==> src/verilog/psag_defs.vh <==
// Constants for the program space address generator
`ifndef PSAG_DEFS_VH
`define PSAG_DEFS_VH
// ********************
// Widths and positions
// ********************
`define PSAG_PW 24
`define PSAG_DW 16
`define PSAG_PAGE_W 8
`define PSAG_SPACE_BIT 7
`define PSAG_VIS_BIT 15
`define PSAG_VIS_LOW_W 15
`define PSAG_PAGE_RST 8'h00
`define PSAG_BYTE_LO 2'h0
`define PSAG_BYTE_MID 2'h1
`define PSAG_BYTE_UP 2'h2
`define PSAG_BE_LO 3'h1
`define PSAG_BE_MID 3'h2
`define PSAG_BE_UP 3'h4
`define PSAG_BE_WORD 3'h3
`endif

==> src/verilog/psag_table_addr.v <==
// Table path address former
`include "psag_defs.vh"
module psag_table_addr (
   input wire [`PSAG_PAGE_W-1:0] table_page,
   input wire [`PSAG_DW-1:0] effective_address,
   output wire [`PSAG_PW-1:0] prog_addr,
   output wire config_space
);
   // ****************
   // Address forming
   // ****************
   assign prog_addr = {table_page, effective_address};
   assign config_space = table_page[`PSAG_SPACE_BIT];
endmodule

==> src/verilog/psag_top.v <==
// Program space address generator top
`include "psag_defs.vh"
module psag_top (
   input wire clock,
   input wire rstn,
   input wire page_we,
   input wire page_sel,
   input wire [`PSAG_PAGE_W-1:0] page_wdata,
   input wire tbl_req,
   input wire tbl_write,
   input wire tbl_byte,
   input wire tbl_upper,
   input wire [`PSAG_DW-1:0] effective_address,
   input wire [`PSAG_DW-1:0] tbl_wdata,
   input wire data_req,
   input wire data_write,
   input wire [`PSAG_DW-1:0] data_wdata,
   output reg [`PSAG_DW-1:0] rdata,
   output reg rvalid,
   output wire [`PSAG_PAGE_W-1:0] table_page_register,
   output wire [`PSAG_PAGE_W-1:0] visibility_page_register,
   output reg pm_req,
   output reg pm_write,
   output reg [`PSAG_PW-1:0] pm_addr,
   output reg [`PSAG_PW-1:0] pm_wdata,
   output reg [2:0] pm_byte_en,
   output reg pm_config,
   input wire [`PSAG_PW-1:0] pm_rdata,
   input wire pm_rvalid,
   output reg dm_req,
   output reg dm_write,
   output reg [`PSAG_DW-1:0] dm_addr,
   output reg [`PSAG_DW-1:0] dm_wdata,
   input wire [`PSAG_DW-1:0] dm_rdata,
   input wire dm_rvalid
);
   localparam ST_IDLE = 3'b001;
   localparam ST_TBL = 3'b010;
   localparam ST_VIS = 3'b100;
   reg [`PSAG_PAGE_W-1:0] tpage;
   reg [`PSAG_PAGE_W-1:0] vpage;
   reg [2:0] state;
   reg [1:0] lane;
   reg lane_byte;
   wire [`PSAG_PW-1:0] tbl_addr;
   wire tbl_cfg;
   wire [`PSAG_PW-1:0] vis_addr;
   wire vis_hit;

   reg [2:0] next_state;
   reg next_pm_req;
   reg next_pm_write;
   reg [`PSAG_PW-1:0] next_pm_addr;
   reg [`PSAG_PW-1:0] next_pm_wdata;
   reg [2:0] next_pm_byte_en;
   reg next_pm_config;
   reg next_dm_req;
   reg next_dm_write;
   reg [`PSAG_DW-1:0] next_dm_addr;
   reg [`PSAG_DW-1:0] next_dm_wdata;
   reg [`PSAG_DW-1:0] next_rdata;
   reg next_rvalid;
   reg [1:0] next_lane;
   reg next_lane_byte;
   wire idle;
   wire take_tbl;
   wire take_vis;
   wire take_data;
   assign table_page_register = tpage;
   assign visibility_page_register = vpage;
   psag_table_addr u_tbl (
      .table_page(tpage),
      .effective_address(effective_address),
      .prog_addr(tbl_addr),
      .config_space(tbl_cfg)
   );
   psag_vis_addr u_vis (
      .vis_page(vpage),
      .effective_address(effective_address),
      .prog_addr(vis_addr),
      .vis_hit(vis_hit)
   );
   // Byte lane select from address bit 0 and upper flag
   function [1:0] lane_of;
      input up;
      input a0;
      begin
         if (up)
            lane_of = `PSAG_BYTE_UP;
         else if (a0)
            lane_of = `PSAG_BYTE_MID;
         else
            lane_of = `PSAG_BYTE_LO;
      end
   endfunction

   // Byte enables of a table access
   function [2:0] byte_en_of;
      input up;
      input byte_op;
      input a0;
      begin
         if (up)
            byte_en_of = `PSAG_BE_UP;
         else if (byte_op)
            byte_en_of = a0 ? `PSAG_BE_MID : `PSAG_BE_LO;
         else
            byte_en_of = `PSAG_BE_WORD;
      end
   endfunction

   // Program write word from core write data
   function [`PSAG_PW-1:0] wdata_of;
      input up;
      input byte_op;
      input [`PSAG_DW-1:0] wd;
      begin
         if (up)
            wdata_of = {wd[7:0], 16'h0000};
         else if (byte_op)
            wdata_of = {8'h00, wd[7:0], wd[7:0]};
         else
            wdata_of = {8'h00, wd};
      end
   endfunction

   // Read result picked from a program word
   function [`PSAG_DW-1:0] lane_data;
      input [1:0] ln;
      input byte_op;
      input [`PSAG_PW-1:0] word;
      begin
         if (ln == `PSAG_BYTE_UP)
            lane_data = {8'h00, word[23:16]};
         else if (!byte_op)
            lane_data = word[15:0];
         else if (ln == `PSAG_BYTE_MID)
            lane_data = {8'h00, word[15:8]};
         else
            lane_data = {8'h00, word[7:0]};
      end
   endfunction
   // ****************
   // Page registers
   // ****************
   always @(posedge clock or negedge rstn) begin
      if (!rstn) begin
         tpage <= `PSAG_PAGE_RST;
         vpage <= `PSAG_PAGE_RST;
      end else if (page_we) begin
         if (page_sel)
            vpage <= page_wdata;
         else
            tpage <= page_wdata;
      end
   end
   // ****************
   // Request decode
   // ****************
   assign idle = (state == ST_IDLE);
   assign take_tbl = idle && tbl_req;
   assign take_vis = idle && !tbl_req && data_req && vis_hit && !data_write;
   assign take_data = idle && !tbl_req && data_req && !vis_hit;

   // ****************
   // Next state
   // ****************
   always @* begin
      next_state = state;
      case (state)
         ST_IDLE: begin
            if (take_tbl && !tbl_write)
               next_state = ST_TBL;
            else if (take_vis)
               next_state = ST_VIS;
         end
         ST_TBL: begin
            if (pm_rvalid)
               next_state = ST_IDLE;
         end
         ST_VIS: begin
            if (pm_rvalid)
               next_state = ST_IDLE;
         end
         default: begin
            next_state = ST_IDLE;
         end
      endcase
   end

   // ****************
   // Program request
   // ****************
   always @* begin
      next_pm_req = 1'b0;
      next_pm_write = pm_write;
      next_pm_addr = pm_addr;
      next_pm_wdata = pm_wdata;
      next_pm_byte_en = pm_byte_en;
      next_pm_config = pm_config;
      next_lane = lane;
      next_lane_byte = lane_byte;
      if (take_tbl) begin
         next_pm_req = 1'b1;
         next_pm_write = tbl_write;
         next_pm_addr = tbl_addr;
         next_pm_config = tbl_cfg;
         next_pm_wdata = wdata_of(tbl_upper, tbl_byte, tbl_wdata);
         next_pm_byte_en = byte_en_of(tbl_upper, tbl_byte, effective_address[0]);
         next_lane = lane_of(tbl_upper, effective_address[0]);
         next_lane_byte = tbl_byte;
      end else if (take_vis) begin
         next_pm_req = 1'b1;
         next_pm_write = 1'b0;
         next_pm_addr = vis_addr;
         next_pm_config = 1'b0;
         next_pm_byte_en = `PSAG_BE_WORD;
      end
   end

   // ****************
   // Data request
   // ****************
   always @* begin
      next_dm_req = 1'b0;
      next_dm_write = dm_write;
      next_dm_addr = dm_addr;
      next_dm_wdata = dm_wdata;
      if (take_data) begin
         next_dm_req = 1'b1;
         next_dm_write = data_write;
         next_dm_addr = effective_address;
         next_dm_wdata = data_wdata;
      end
   end

   // ****************
   // Read return
   // ****************
   always @* begin
      next_rvalid = 1'b0;
      next_rdata = rdata;
      case (state)
         ST_IDLE: begin
            if (dm_rvalid) begin
               next_rvalid = 1'b1;
               next_rdata = dm_rdata;
            end
         end
         ST_TBL: begin
            if (pm_rvalid) begin
               next_rvalid = 1'b1;
               next_rdata = lane_data(lane, lane_byte, pm_rdata);
            end
         end
         ST_VIS: begin
            if (pm_rvalid) begin
               next_rvalid = 1'b1;
               next_rdata = pm_rdata[`PSAG_DW-1:0];
            end
         end
         default: begin
            next_rvalid = 1'b0;
         end
      endcase
   end

   // ****************
   // Output registers
   // ****************
   always @(posedge clock or negedge rstn) begin
      if (!rstn) begin
         state <= ST_IDLE;
         pm_req <= 1'b0;
         pm_write <= 1'b0;
         pm_addr <= {`PSAG_PW{1'b0}};
         pm_wdata <= {`PSAG_PW{1'b0}};
         pm_byte_en <= 3'h0;
         pm_config <= 1'b0;
         dm_req <= 1'b0;
         dm_write <= 1'b0;
         dm_addr <= {`PSAG_DW{1'b0}};
         dm_wdata <= {`PSAG_DW{1'b0}};
         rdata <= {`PSAG_DW{1'b0}};
         rvalid <= 1'b0;
         lane <= 2'h0;
         lane_byte <= 1'b0;
      end else begin
         state <= next_state;
         pm_req <= next_pm_req;
         pm_write <= next_pm_write;
         pm_addr <= next_pm_addr;
         pm_wdata <= next_pm_wdata;
         pm_byte_en <= next_pm_byte_en;
         pm_config <= next_pm_config;
         dm_req <= next_dm_req;
         dm_write <= next_dm_write;
         dm_addr <= next_dm_addr;
         dm_wdata <= next_dm_wdata;
         rdata <= next_rdata;
         rvalid <= next_rvalid;
         lane <= next_lane;
         lane_byte <= next_lane_byte;
      end
   end
endmodule

==> src/verilog/psag_vis_addr.v <==
// Visibility path address former
`include "psag_defs.vh"
module psag_vis_addr (
   input wire [`PSAG_PAGE_W-1:0] vis_page,
   input wire [`PSAG_DW-1:0] effective_address,
   output wire [`PSAG_PW-1:0] prog_addr,
   output wire vis_hit
);
   // ****************
   // Address forming
   // ****************
   assign prog_addr = {1'b0, vis_page, effective_address[`PSAG_VIS_LOW_W-1:0]};
   assign vis_hit = effective_address[`PSAG_VIS_BIT];
endmodule
==> config.mk <==
export PLATFORM = sky130hd
export DESIGN_NAME = psag_top
export DESIGN_NICKNAME = d
export VERILOG_FILES = /design/src/verilog/psag_table_addr.v /design/src/verilog/psag_top.v /design/src/verilog/psag_vis_addr.v
export VERILOG_INCLUDE_DIRS = /design/src /design/src/verilog
export SDC_FILE = /design/constraint.sdc
export NUM_CORES = 1
export LEC_CHECK = 0
export ABC_AREA = 0
export BUFFER_PORTS_ARGS = -buffer_cell sky130_fd_sc_hd__buf_2
export CAP_MARGIN = 0
export CORE_UTILIZATION = 35
export CTS_CLUSTER_DIAMETER = 50
export DETAILED_ROUTE_END_ITERATION = 12
export GPL_TIMING_DRIVEN = 0
export SLEW_MARGIN = 15
export SYNTH_ARGS = -nofsm -noshare
export SYNTH_HDL_FRONTEND = slang
export SYNTH_SLANG_ARGS = --single-unit
==> constraint.sdc <==
create_clock -name clock -period 3.14 [get_ports clock]
set_clock_uncertainty 0.05 [all_clocks]
set_input_delay 0.157 -clock clock [delete_from_list [all_inputs] [get_ports clock]]
set_output_delay 0.157 -clock clock [all_outputs]
set_load 0.005 [all_outputs]
---- Word-level counts from Yosys, hierarchy flattened ----
Index checks and enable logic that the tools add are counted.
cells by class
  eq/ne operators ......................... 10
  muxes and demuxes ....................... 31
  bitwise logic cells ..................... 1
  reduce and logical (&&, ||, !) cells .... 18
operators with widths
  operator                                                               number
  16-bit 2-to-1 mux                                                      6
  24-bit 2-to-1 mux                                                      3
  16-bit case mux with 3 select lines                                    1
  3-bit 2-to-1 mux                                                       6
  1-bit 2-to-1 mux                                                       9
  8-bit 2-to-1 mux                                                       1
  1-bit logical AND                                                      7
  2-bit 2-to-1 mux                                                       3
  2-bit != test, second input constant                                   3
  3-bit case mux with 2 select lines                                     1
  2-bit AND reduction                                                    3
  1-bit zero test                                                        4
  4-bit AND reduction                                                    1
  3-bit by 1-bit equality test with 1-bit output, second input constant  1
  3-bit by 2-bit equality test with 1-bit output, second input constant  1
  3-bit equality test, second input constant                             1
  3-bit by 1-bit != test with 1-bit output, second input constant        1
  3-bit nonzero test                                                     1
  2-bit by 1-bit equality test with 1-bit output, second input constant  1
  2-bit equality test, second input constant                             1
  2-bit by 1-bit != test with 1-bit output, second input constant        1
  1-bit case mux with 2 select lines                                     1
  2-bit nonzero test                                                     1
  2-bit OR reduction                                                     1
  1-bit NOT                                                              1
word-level totals
  flip-flop bits (word level) ............. 127
  bits of input ports ..................... 108
  output and inout bits ................... 121
  word-level logic and storage cells ...... 77

---- Logic depth before layout (Yosys ltp) ----
Gate-level depths: netlist (run 1).
  depth after elaboration ................. 8
  mapped depth ............................ 7
  gate-level depth less buffers ........... 5

---- Cells and area by module ----
From an unflattened synthesis (run 1), not the netlist that was laid out.
unflattened totals
  cell total of the unflattened synthesis .. 542
  area, all modules ....................... 5952.0 µm²
modules (own cells, without submodules)
  module           times used  cells each  area an instance (µm²)  seq. area each (µm²)
  psag_top         1           491         5572.8                  3179.3
  psag_vis_addr    1           26          191.4                   0.0
  psag_table_addr  1           25          187.7                   0.0

---- Least setup slack after synthesis (run 1) ----
No wires, ideal clock.
  path kind ............................... register to register
  from .................................... register state[0]
  to ...................................... register rdata[5]
  library setup time ...................... 121 ps
  arrival time ............................ 1496 ps
  data required time ...................... 2969 ps
  slack ................................... 1473 ps
  stages on the path, launching flop included .. 6
  path buffers ............................ 2
  period minus slack after synthesis ...... 1667 ps
  cell sequence ........................... dfstp_2 buf_2 nor3b_4 a211o_2 buf_2 o22a_1
between the ends
  cells in the longest elaborated chain, start to end .. 3
  elaborated cells on any way between the ends .. 9
  classes of those cells .................. eq/ne: 6; mux: 1; reduce/logical: 2
ends and longest elaborated chain
  element                                                                       line            RTL
  from (decl)                                                                   psag_top.v:42   reg [2:0] state;
  from (signal assigned)                                                        psag_top.v:289  state <= next_state;
  3-bit by 1-bit equality test with 1-bit output, or another cell as far along  psag_top.v:243  case (state)
  2-bit != test (no line) / 3-bit nonzero test (equally long branches)          -
  4-bit AND reduction (no line)                                                 -
  to (signal assigned)                                                          psag_top.v:284  rdata <= {`PSAG_DW{1'b0}};
  to (signal assigned)                                                          psag_top.v:300  rdata <= next_rdata;
  to (decl)                                                                     psag_top.v:18   output reg [`PSAG_DW-1:0] rdata,
Several ways; a longest one is shown, not always the timed one.
A chain may end at the register's enable or synchronous reset.

---- Worst setup path in the final report (run 1) ----
  from .................................... register state[1]
  to ...................................... register lane[1]
between the ends
  cells in the longest elaborated chain, start to end .. 2
ends and longest elaborated chain
  element                                         line            RTL
  3-bit by 1-bit equality test with 1-bit output  psag_top.v:160  assign idle = (state == ST_IDLE);
  1-bit logical AND                               psag_top.v:161  assign take_tbl = idle && tbl_req;
  to (signal assigned)                            psag_top.v:302  lane <= next_lane;
  to (decl)                                       psag_top.v:43   reg [1:0] lane;
Every way passes these cells.

==> results of run 1 <==
==> registers in the layout, summed over array words and instances, names as in the netlist, 2 cells and up <==
signal,cells
lane,2
pm_wdata,24
dm_wdata,16
rdata,16
table_page_register,8
state,3
visibility_page_register,8
pm_addr,24
pm_byte_en,3
dm_addr,16
==> kinds of logic (layout without fill, tap and decap cells) <==
| kind of cell | Yosys count | after routing | synth area share (%) |
|---|---|---|---|
| simple gates | 169 | 169 | 14.8 |
| compound gates | 107 | 107 | 12.6 |
| buf+inv | 41 | 354 | 3.85 |
| mux | 55 | 55 | 12.6 |
| xor+xnor | 1 | 1 | 0.156 |
| flops | 126 | 126 | 56.0 |
==> per-layer routing <==
layer	up-vias	track usage [%]	share of wire [%]
li1	2382	-	-
met1	2456	26.3	43
met2	200	33.2	48
met3	25	4.99	7.1
met4	0	8.24	1.9
met5	-	0	0
==> repair_timing <==
action / in CTS / in global routing
endpoints found under the hold margin: 156 / 0
setup buffers: 0 / 0
hold buffers: 53 / 0
==> area by class of cell <==
type / instances / area (um^2)
Clock buffer: 20 / 467
Buffer: 35 / 194
Timing Repair Buffer: 281 / 1700
Multi-Input combinational cell: 332 / 2260
Inverter: 6 / 22.5
Sequential cell: 126 / 3150
Fill cell: 1399 / 7210
Clock inverter: 12 / 159
Tap cell: 211 / 264
==> power by group <==
| group | leakage, uW | switching [uW] | internal (uW) | total [uW] |
|---|---|---|---|---|
| sequential | 0.00152 | 226 | 2000 | 2230 |
| clock | 0.000303 | 752 | 1320 | 2070 |
| combinational | 0.00233 | 659 | 734 | 1390 |
| total | 0.00416 | 1640 | 4050 | 5690 |
==> cell usage in the layout (no fill, tap or decap), types with 4 or more instances in the layout <==
cell,Yosys,layout
o21ai_0,5,5
dlygate4sd3_1,0,53
a21oi_1,32,32
clkbuf_1,12,12
o31ai_1,9,9
nand3b_1,8,8
mux2_2,21,21
a22oi_1,9,9
buf_4,4,4
nand3_1,16,16
nand2_1,102,102
mux2i_1,8,8
o221ai_1,8,8
o22a_1,10,10
nor4bb_1,11,11
clkbuf_16,0,17
dfrtp_1,125,125
mux2_4,26,26
buf_2,14,240
buf_6,4,5
nor2_1,16,16
o22ai_1,22,22
==> tightest hold or removal path, cell delays in order <==
cell and delay, ps:
buf_2 80, a22oi_1 50, a21oi_1 140
==> metrics by stage <==
stage / instance area [um^2] / total power, uW / hold WS, ps
after floorplan: 5630 / 2910 / -189
after global placement: 7030 / 3550 / 316
after detailed placement: 7060 / 3590 / 195
after CTS: 8220 / 5750 / 0.163
after global routing: 8220 / 6000 / 24.8
final: 8220 / 5690 / 18.8
==> final timing paths <==
| path | start | to | slack (ps) | cells after the start |
|---|---|---|---|---|
| max reg2reg | state[1]$_DFFE_PN0P_ | lane[1]$_DFFE_PN0N_ | 1230 | 7 |
| max in group asynchronous | rstn | pm_wdata[16]$_DFFE_PN0N_ | 2020 | 3 |
| min in group asynchronous | rstn | pm_addr[6]$_DFFE_PN0P_ | 310 | 2 |
| min | dm_rdata[14] | rdata[14]$_DFFE_PN0P_ | 20 | 3 |
| max | state[1]$_DFFE_PN0P_ | lane[1]$_DFFE_PN0N_ | 1230 | 7 |
| min reg2reg | pm_wdata[17]$_DFFE_PN0N_ | pm_wdata[17]$_DFFE_PN0N_ | 410 | 2 |
==> results_tabular.tex, run 1 <==
\begin{tabular}{lr}
\hline
Metric & Value \\
\hline
\multicolumn{2}{l}{\textbf{Outcome}} \\
Outcome & finished, final reports clean \\
\multicolumn{2}{l}{\textbf{Setup path}} \\
Arrival time reported for the critical path endpoint & 2190 ps \\
Highest-delay cell along the critical path & nor3b\_4 \\
Cell occurring most often along the worst timing path & buf\_2 \\
CP endpoint kind & flop \\
Data required time at the worst endpoint & 3420 ps \\
Critical-path maximum fanout & 10 \\
CP top delay family & simple AND/OR/NAND/NOR gates \\
Crit-path cells & buf\_6, nor3b\_4, and2\_1, buf\_2, buf\_2, nand2\_1, o21ai\_1 \\
Worst setup SP type & flop \\
Largest stage delay, worst path & just under 400 ps \\
Crit Path Class & reg -> reg \\
Number of buffers and inverters on the critical path & 3 \\
\multicolumn{2}{l}{\textbf{Synthesis}} \\
Most instantiated flip-flop cell in the synthesis netlist & dfrtp\_1 \\
Fraction of the yosys area taken by sequential cells & 56.0\% \\
Syn Area/Cell & $\sim$11 um\^{}2 \\
Most frequent cell after synthesis & dfrtp\_1 \\
Yosys cell types & 43 \\
Cell count after synthesis & 499 \\
Cell taking the most area after synthesis & dfrtp\_1 \\
Warning count from the yosys run & 0 \\
Flops \& latches, synth & between 100 and 150 \\
Commonest cells post-synth & dfrtp\_1, nand2\_1, a21oi\_1 \\
Post-synth EDFFs & 0 \\
Fraction of post-synthesis cell area in the top cell type by area & between 50\% and 60\% \\
Synthesized Nets & just over 600 \\
Netlist area before placement & 5630 um\^{}2 \\
Post-synth ARST share & 100\% \\
Ranking of synthesized cells by area & dfrtp\_1, mux2\_4, nand2\_1 \\
\multicolumn{2}{l}{\textbf{Floorplan}} \\
Number of top-level pins & around 230 \\
Count of standard-cell rows & 45 \\
X dimension of the die & around 130 um \\
Area of the core region & 15400 um\^{}2 \\
Overall die height & approximately 130 um \\
Total Die Area & between 15000 and 20000 um\^{}2 \\
Initial core utilization & between 30\% and 40\% \\
\multicolumn{2}{l}{\textbf{Finish}} \\
Core utilization of the finished layout & between 50\% and 60\% \\
Net count of the finished layout & just over 900 \\
Area Growth Syn to Fin & 46.0\% \\
Post-Layout Cell Count & 1023 \\
Number of diodes added for antenna fixing & 0 \\
Share of final-layout standard cells stronger than drive strength 1 & 41.4\% \\
\multicolumn{2}{l}{\textbf{Clock tree}} \\
Clock latency reported for the late side of the worst-skew pair & 410 ps \\
Post-cts repair resize count & 0 \\
Count of clock tree sinks & $\sim$130 \\
Clk buf depth & 2 \\
CTS buffer count & 17 \\
Clock edge transition at the registers on the reported setup and hold paths & roughly 60 ps \\
CTS H-tree depth & 4 \\
Cell at the root of the clock tree & clkbuf\_16 \\
TritonCTS clock tree & built \\
\multicolumn{2}{l}{\textbf{Detailed routing}} \\
Post-route DRC violation count & 0 \\
DRT Wirelength & 16600 um \\
Vias/cell & 4.95 \\
Routed WL per cell & $\sim$16 um \\
Total vias in the final route & a little over 5000 \\
Number of iterations in the first detailed-routing pass & 4 \\
Routed Antenna Nets & 0 \\
Detailed Route Iter0 Violations & 238 \\
\multicolumn{2}{l}{\textbf{Timing}} \\
Minimum period implied by the final worst setup slack & around 1900 ps \\
Fin. Hold Viols & 0 \\
Transition time at the pin with the least slew margin & 720 ps \\
Setup slack after layout & approximately 1200 ps \\
Max Fclk & 0.524 GHz \\
RSZ-0062 raised after global routing & no \\
Number of failing setup endpoints in the final timing report & 0 \\
Worst slew slack as a fraction of its limit & about 52\% \\
Final Slew Violations & 0 \\
Setup TNS & 0 ps \\
Final clock period utilization by the worst path & between 60\% and 70\% \\
\multicolumn{2}{l}{\textbf{Power}} \\
Total power divided by cell area & between 600 and 700 nW/um\^{}2 \\
Worst VDD drop & 0.000364 V \\
Leakage & 0.00416 uW \\
\multicolumn{2}{l}{\textbf{Global routing}} \\
Largest net degree at the start of global routing & 77 \\
Vias in the first global route & 5024 \\
Overflow left after global routing & 0 \\
Total Routing Usage GR & 20.5\% \\
Global-route wire length before repair & 26100 um \\
Antenna violations before repair & 0 \\
\multicolumn{2}{l}{\textbf{Placement}} \\
Port-buffer cells & 227 \\
Placed instance count & about 940 \\
Post-DP HPWL & 11700 um \\
Worst setup timing slack at the placement stage & 1160 ps \\
Final weighted congestion in routability-driven placement & 0.826 \\
\multicolumn{2}{l}{\textbf{Run}} \\
Max-capacitance violation count & 0 \\
\multicolumn{2}{l}{\textbf{Min path}} \\
Hold crit path type & in -> reg \\
\hline
\end{tabular}
Power figures use the tool's default switching activity.
==> inputs of run 2 (changes only) <==
--- a/config.mk
+++ b/config.mk
@@ -6,7 +6,7 @@
 export SDC_FILE = /design/constraint.sdc
 export NUM_CORES = 1
 export LEC_CHECK = 0
-export ABC_AREA = 0
+export ABC_AREA = 1
 export BUFFER_PORTS_ARGS = -buffer_cell sky130_fd_sc_hd__buf_2
 export CAP_MARGIN = 0
 export CORE_UTILIZATION = 35
==> constraint.sdc (replaced) <==
create_clock -name clock -period 1.75 [get_ports clock]
set_clock_uncertainty 0.05 [all_clocks]
set_input_delay 0.0875 -clock clock [delete_from_list [all_inputs] [get_ports clock]]
set_output_delay 0.0875 -clock clock [all_outputs]
set_load 0.005 [all_outputs]
==> results_tabular.tex, run 2 <==
\begin{tabular}{lr}
\hline
Metric & Value \\
\hline
\multicolumn{2}{l}{\textbf{Global routing}} \\
Total Routing Usage GR & 20.2\% (was 20.5\%) \\
Largest net degree at the start of global routing & 75 (was 77) \\
Vias in the first global route & 5174 (was 5024) \\
Overflow left after global routing & 0 (unchanged) \\
Global-route wire length before repair & 26400 um (was 26100 um) \\
Antenna violations before repair & 0 (unchanged) \\
\multicolumn{2}{l}{\textbf{Synthesis}} \\
Commonest cells post-synth & nand2\_1, dfrtp\_1, inv\_1, nand3\_1, o21ai\_0 (was dfrtp\_1, nand2\_1, a21oi\_1) \\
Flops \& latches, synth & 126 (unchanged) \\
Fraction of the yosys area taken by sequential cells & 54.4\% (was 56.0\%) \\
Cell taking the most area after synthesis & dfrtp\_1 (unchanged) \\
Syn Area/Cell & 7.90 um\^{}2 (was 11.3 um\^{}2) \\
Post-synth EDFFs & 0 (unchanged) \\
Most instantiated flip-flop cell in the synthesis netlist & dfrtp\_1 (unchanged) \\
Cell count after synthesis & 734 (was 499) \\
Fraction of post-synthesis cell area in the top cell type by area & 54.0\% (was 55.6\%) \\
Most frequent cell after synthesis & nand2\_1 (was dfrtp\_1) \\
Yosys cell types & 25 (was 43) \\
Netlist area before placement & 5800 um\^{}2 (was 5630 um\^{}2) \\
Ranking of synthesized cells by area & dfrtp\_1, nand2\_1, nand3\_1 (was dfrtp\_1, mux2\_4, nand2\_1) \\
Synthesized Nets & 842 (was 607) \\
Post-synth ARST share & 100\% (unchanged) \\
Warning count from the yosys run & 0 (unchanged) \\
\multicolumn{2}{l}{\textbf{Clock tree}} \\
TritonCTS clock tree & built (unchanged) \\
Clock latency reported for the late side of the worst-skew pair & 410 ps (about the same) \\
Cell at the root of the clock tree & clkbuf\_16 (unchanged) \\
Clock edge transition at the registers on the reported setup and hold paths & 60 ps (about the same) \\
CTS H-tree depth & 4 (unchanged) \\
Count of clock tree sinks & 126 (unchanged) \\
CTS buffer count & 17 (unchanged) \\
Clk buf depth & 2 (unchanged) \\
\multicolumn{2}{l}{\textbf{Floorplan}} \\
X dimension of the die & 131 um (was 129 um) \\
Total Die Area & 17100 um\^{}2 (was 16600 um\^{}2) \\
Number of top-level pins & 229 (unchanged) \\
Count of standard-cell rows & 46 (was 45) \\
Overall die height & 131 um (was 129 um) \\
Area of the core region & 16000 um\^{}2 (was 15400 um\^{}2) \\
Initial core utilization & 36.2\% (was 36.5\%) \\
\multicolumn{2}{l}{\textbf{Finish}} \\
Post-Layout Cell Count & 1289 (was 1023) \\
Area Growth Syn to Fin & 48.1\% (was 46.0\%) \\
Area of the multi-input gates & 2220 um\^{}2 (was 2260 um\^{}2) \\
Biggest regs & pm\_addr x24, pm\_wdata x24 (unchanged) \\
Share of final-layout standard cells stronger than drive strength 1 & 28.4\% (was 41.4\%) \\
Most common library cell in the layout ignoring fill and taps & nand2\_1 (was buf\_2) \\
Number of diodes added for antenna fixing & 0 (unchanged) \\
Filler instances & 1573 (was 1399) \\
Seq. cell area & 3150 um\^{}2 (unchanged) \\
Top library cells by usage in the layout, fill and taps aside & nand2\_1, buf\_2, dfrtp\_1 (was buf\_2, dfrtp\_1, nand2\_1) \\
Net count of the finished layout & 1168 (was 907) \\
\multicolumn{2}{l}{\textbf{Timing}} \\
Final clock period utilization by the worst path & 94.4\% (was 60.7\%) \\
Minimum period implied by the final worst setup slack & 1650 ps (was 1910 ps) \\
Worst slew slack as a fraction of its limit & 53.7\% (was 52.0\%) \\
Transition time at the pin with the least slew margin & 694 ps (was 720 ps) \\
Max Fclk & 0.605 GHz (was 0.524 GHz) \\
Fin. Hold Viols & 0 (unchanged) \\
Final Slew Violations & 0 (unchanged) \\
Number of failing setup endpoints in the final timing report & 0 (unchanged) \\
Setup TNS & 0 ps (unchanged) \\
RSZ-0062 raised after global routing & yes (was no) \\
\multicolumn{2}{l}{\textbf{Placement}} \\
Final weighted congestion in routability-driven placement & 0.783 (was 0.826) \\
Post-DP HPWL & 12100 um (was 11700 um) \\
Placed instance count & 1179 (was 938) \\
Port-buffer cells & 228 (was 227) \\
\multicolumn{2}{l}{\textbf{Detailed routing}} \\
Routed Antenna Nets & 0 (unchanged) \\
Routed WL per cell & 13.4 um (was 16.2 um) \\
Post-route DRC violation count & 0 (unchanged) \\
Total vias in the final route & 5695 (was 5063) \\
Detailed Route Iter0 Violations & 237 (was 238) \\
Number of iterations in the first detailed-routing pass & 5 (was 4) \\
Vias/cell & 4.42 (was 4.95) \\
DRT Wirelength & 17300 um (was 16600 um) \\
\multicolumn{2}{l}{\textbf{Outcome}} \\
Outcome & finished, final reports clean (unchanged) \\
\multicolumn{2}{l}{\textbf{Setup path}} \\
CP endpoint kind & flop (unchanged) \\
Worst setup SP type & flop (unchanged) \\
Critical-path maximum fanout & 10 (unchanged) \\
Crit Path Class & reg -> reg (unchanged) \\
Data required time at the worst endpoint & 1990 ps (was 3420 ps) \\
Arrival time reported for the critical path endpoint & 1890 ps (was 2190 ps) \\
\multicolumn{2}{l}{\textbf{Power}} \\
Worst VDD drop & 0.000673 V (was 0.000364 V) \\
Leakage & 0.00485 uW (was 0.00416 uW) \\
Total power divided by cell area & 1440 nW/um\^{}2 (was 692 nW/um\^{}2) \\
\multicolumn{2}{l}{\textbf{Min path}} \\
Hold crit path type & in -> reg (unchanged) \\
\multicolumn{2}{l}{\textbf{Run}} \\
Max-capacitance violation count & 0 (unchanged) \\
\hline
\end{tabular}
run 2: cells by family (layout without fill, tap and decap cells):
group	Yosys count	in the layout	share of synthesized area, %
AND/OR/NAND/NOR	466	467	32.8
flip-flops	126	126	54.4
buffers and inverters	87	425	7.53
AO/OA/AOI/OAI	55	55	5.27
run 2: timing repair:
action	CTS	global route
setup endpoints to repair	0	17
endpoints found under the hold margin	173	0
hold buffers	77	0
resized for setup	0	3
buffers inserted	0	0
run 2: per-layer routing:
metal	routed length [um]	track usage, %	share of wire, %
met1	7820	26.9	45
met2	8490	33.3	49
met3	827	4.11	4.8
met4	198	6.09	1.1
met5	0	0	0
run 2: worst paths after layout:
| kind | startpoint | depth (start not counted) | slack [ps] | endpoint |
|---|---|---|---|---|
| max in group asynchronous | rstn | 3 | 710 | pm_wdata[3]$_DFFE_PN0N_ |
| setup reg to reg | state[0]$_DFFE_PN1P_ | 6 | 100 | dm_wdata[11]$_DFFE_PN0P_ |
| min in group asynchronous | rstn | 2 | 230 | dm_wdata[0]$_DFFE_PN0P_ |
| hold reg to reg | pm_addr[3]$_DFFE_PN0P_ | 2 | 410 | pm_addr[3]$_DFFE_PN0P_ |
| setup / recovery | state[0]$_DFFE_PN1P_ | 6 | 100 | dm_wdata[11]$_DFFE_PN0P_ |
| hold / removal | tbl_upper | 4 | 7 | pm_byte_en[0]$_DFFE_PN0P_ |
run 2: area by class of cell:
class / instances / area share (%)
buffer: 34 / 2.62
clock inverter: 10 / 1.04
sequential: 126 / 36.8
clock buffer: 22 / 5.41
multi-input combinational: 522 / 25.9
timing repair buffer: 306 / 22.7
tap: 216 / 3.15
inverter: 53 / 2.49
run 2: where the power goes:
group          leakage (uW)  internal (uW)  switching [uW]  total [uW]
registers           0.00157           4120             632        4750
clock network      0.000262           2020            1300        3320
logic               0.00302           1910            2400        4310
total               0.00485           8050            4330       12400
run 2: stage by stage:
stage                     utilization (%)  cell area [um^2]  total power, uW  hold WS (ps)  setup slack [ps]
after floorplan                         -              5800             6930          -258               326
after global placement               45.0              7210             8940           233             -1210
after detailed placement             45.3              7240             9000           120              83.4
after CTS                            53.5              8560            12500          3.07              72.8
after global routing                 53.6              8580            13300          19.5             -5.88
final                                53.6              8580            12400          7.26              97.4
run 2: critical path, stage by stage (launching register included):
cell and delay, ps:
dfstp_2 540, nand3_2 100, inv_4 140, nand3_2 220
clkbuf_1 300, nand2_1 110, nand2_1 80
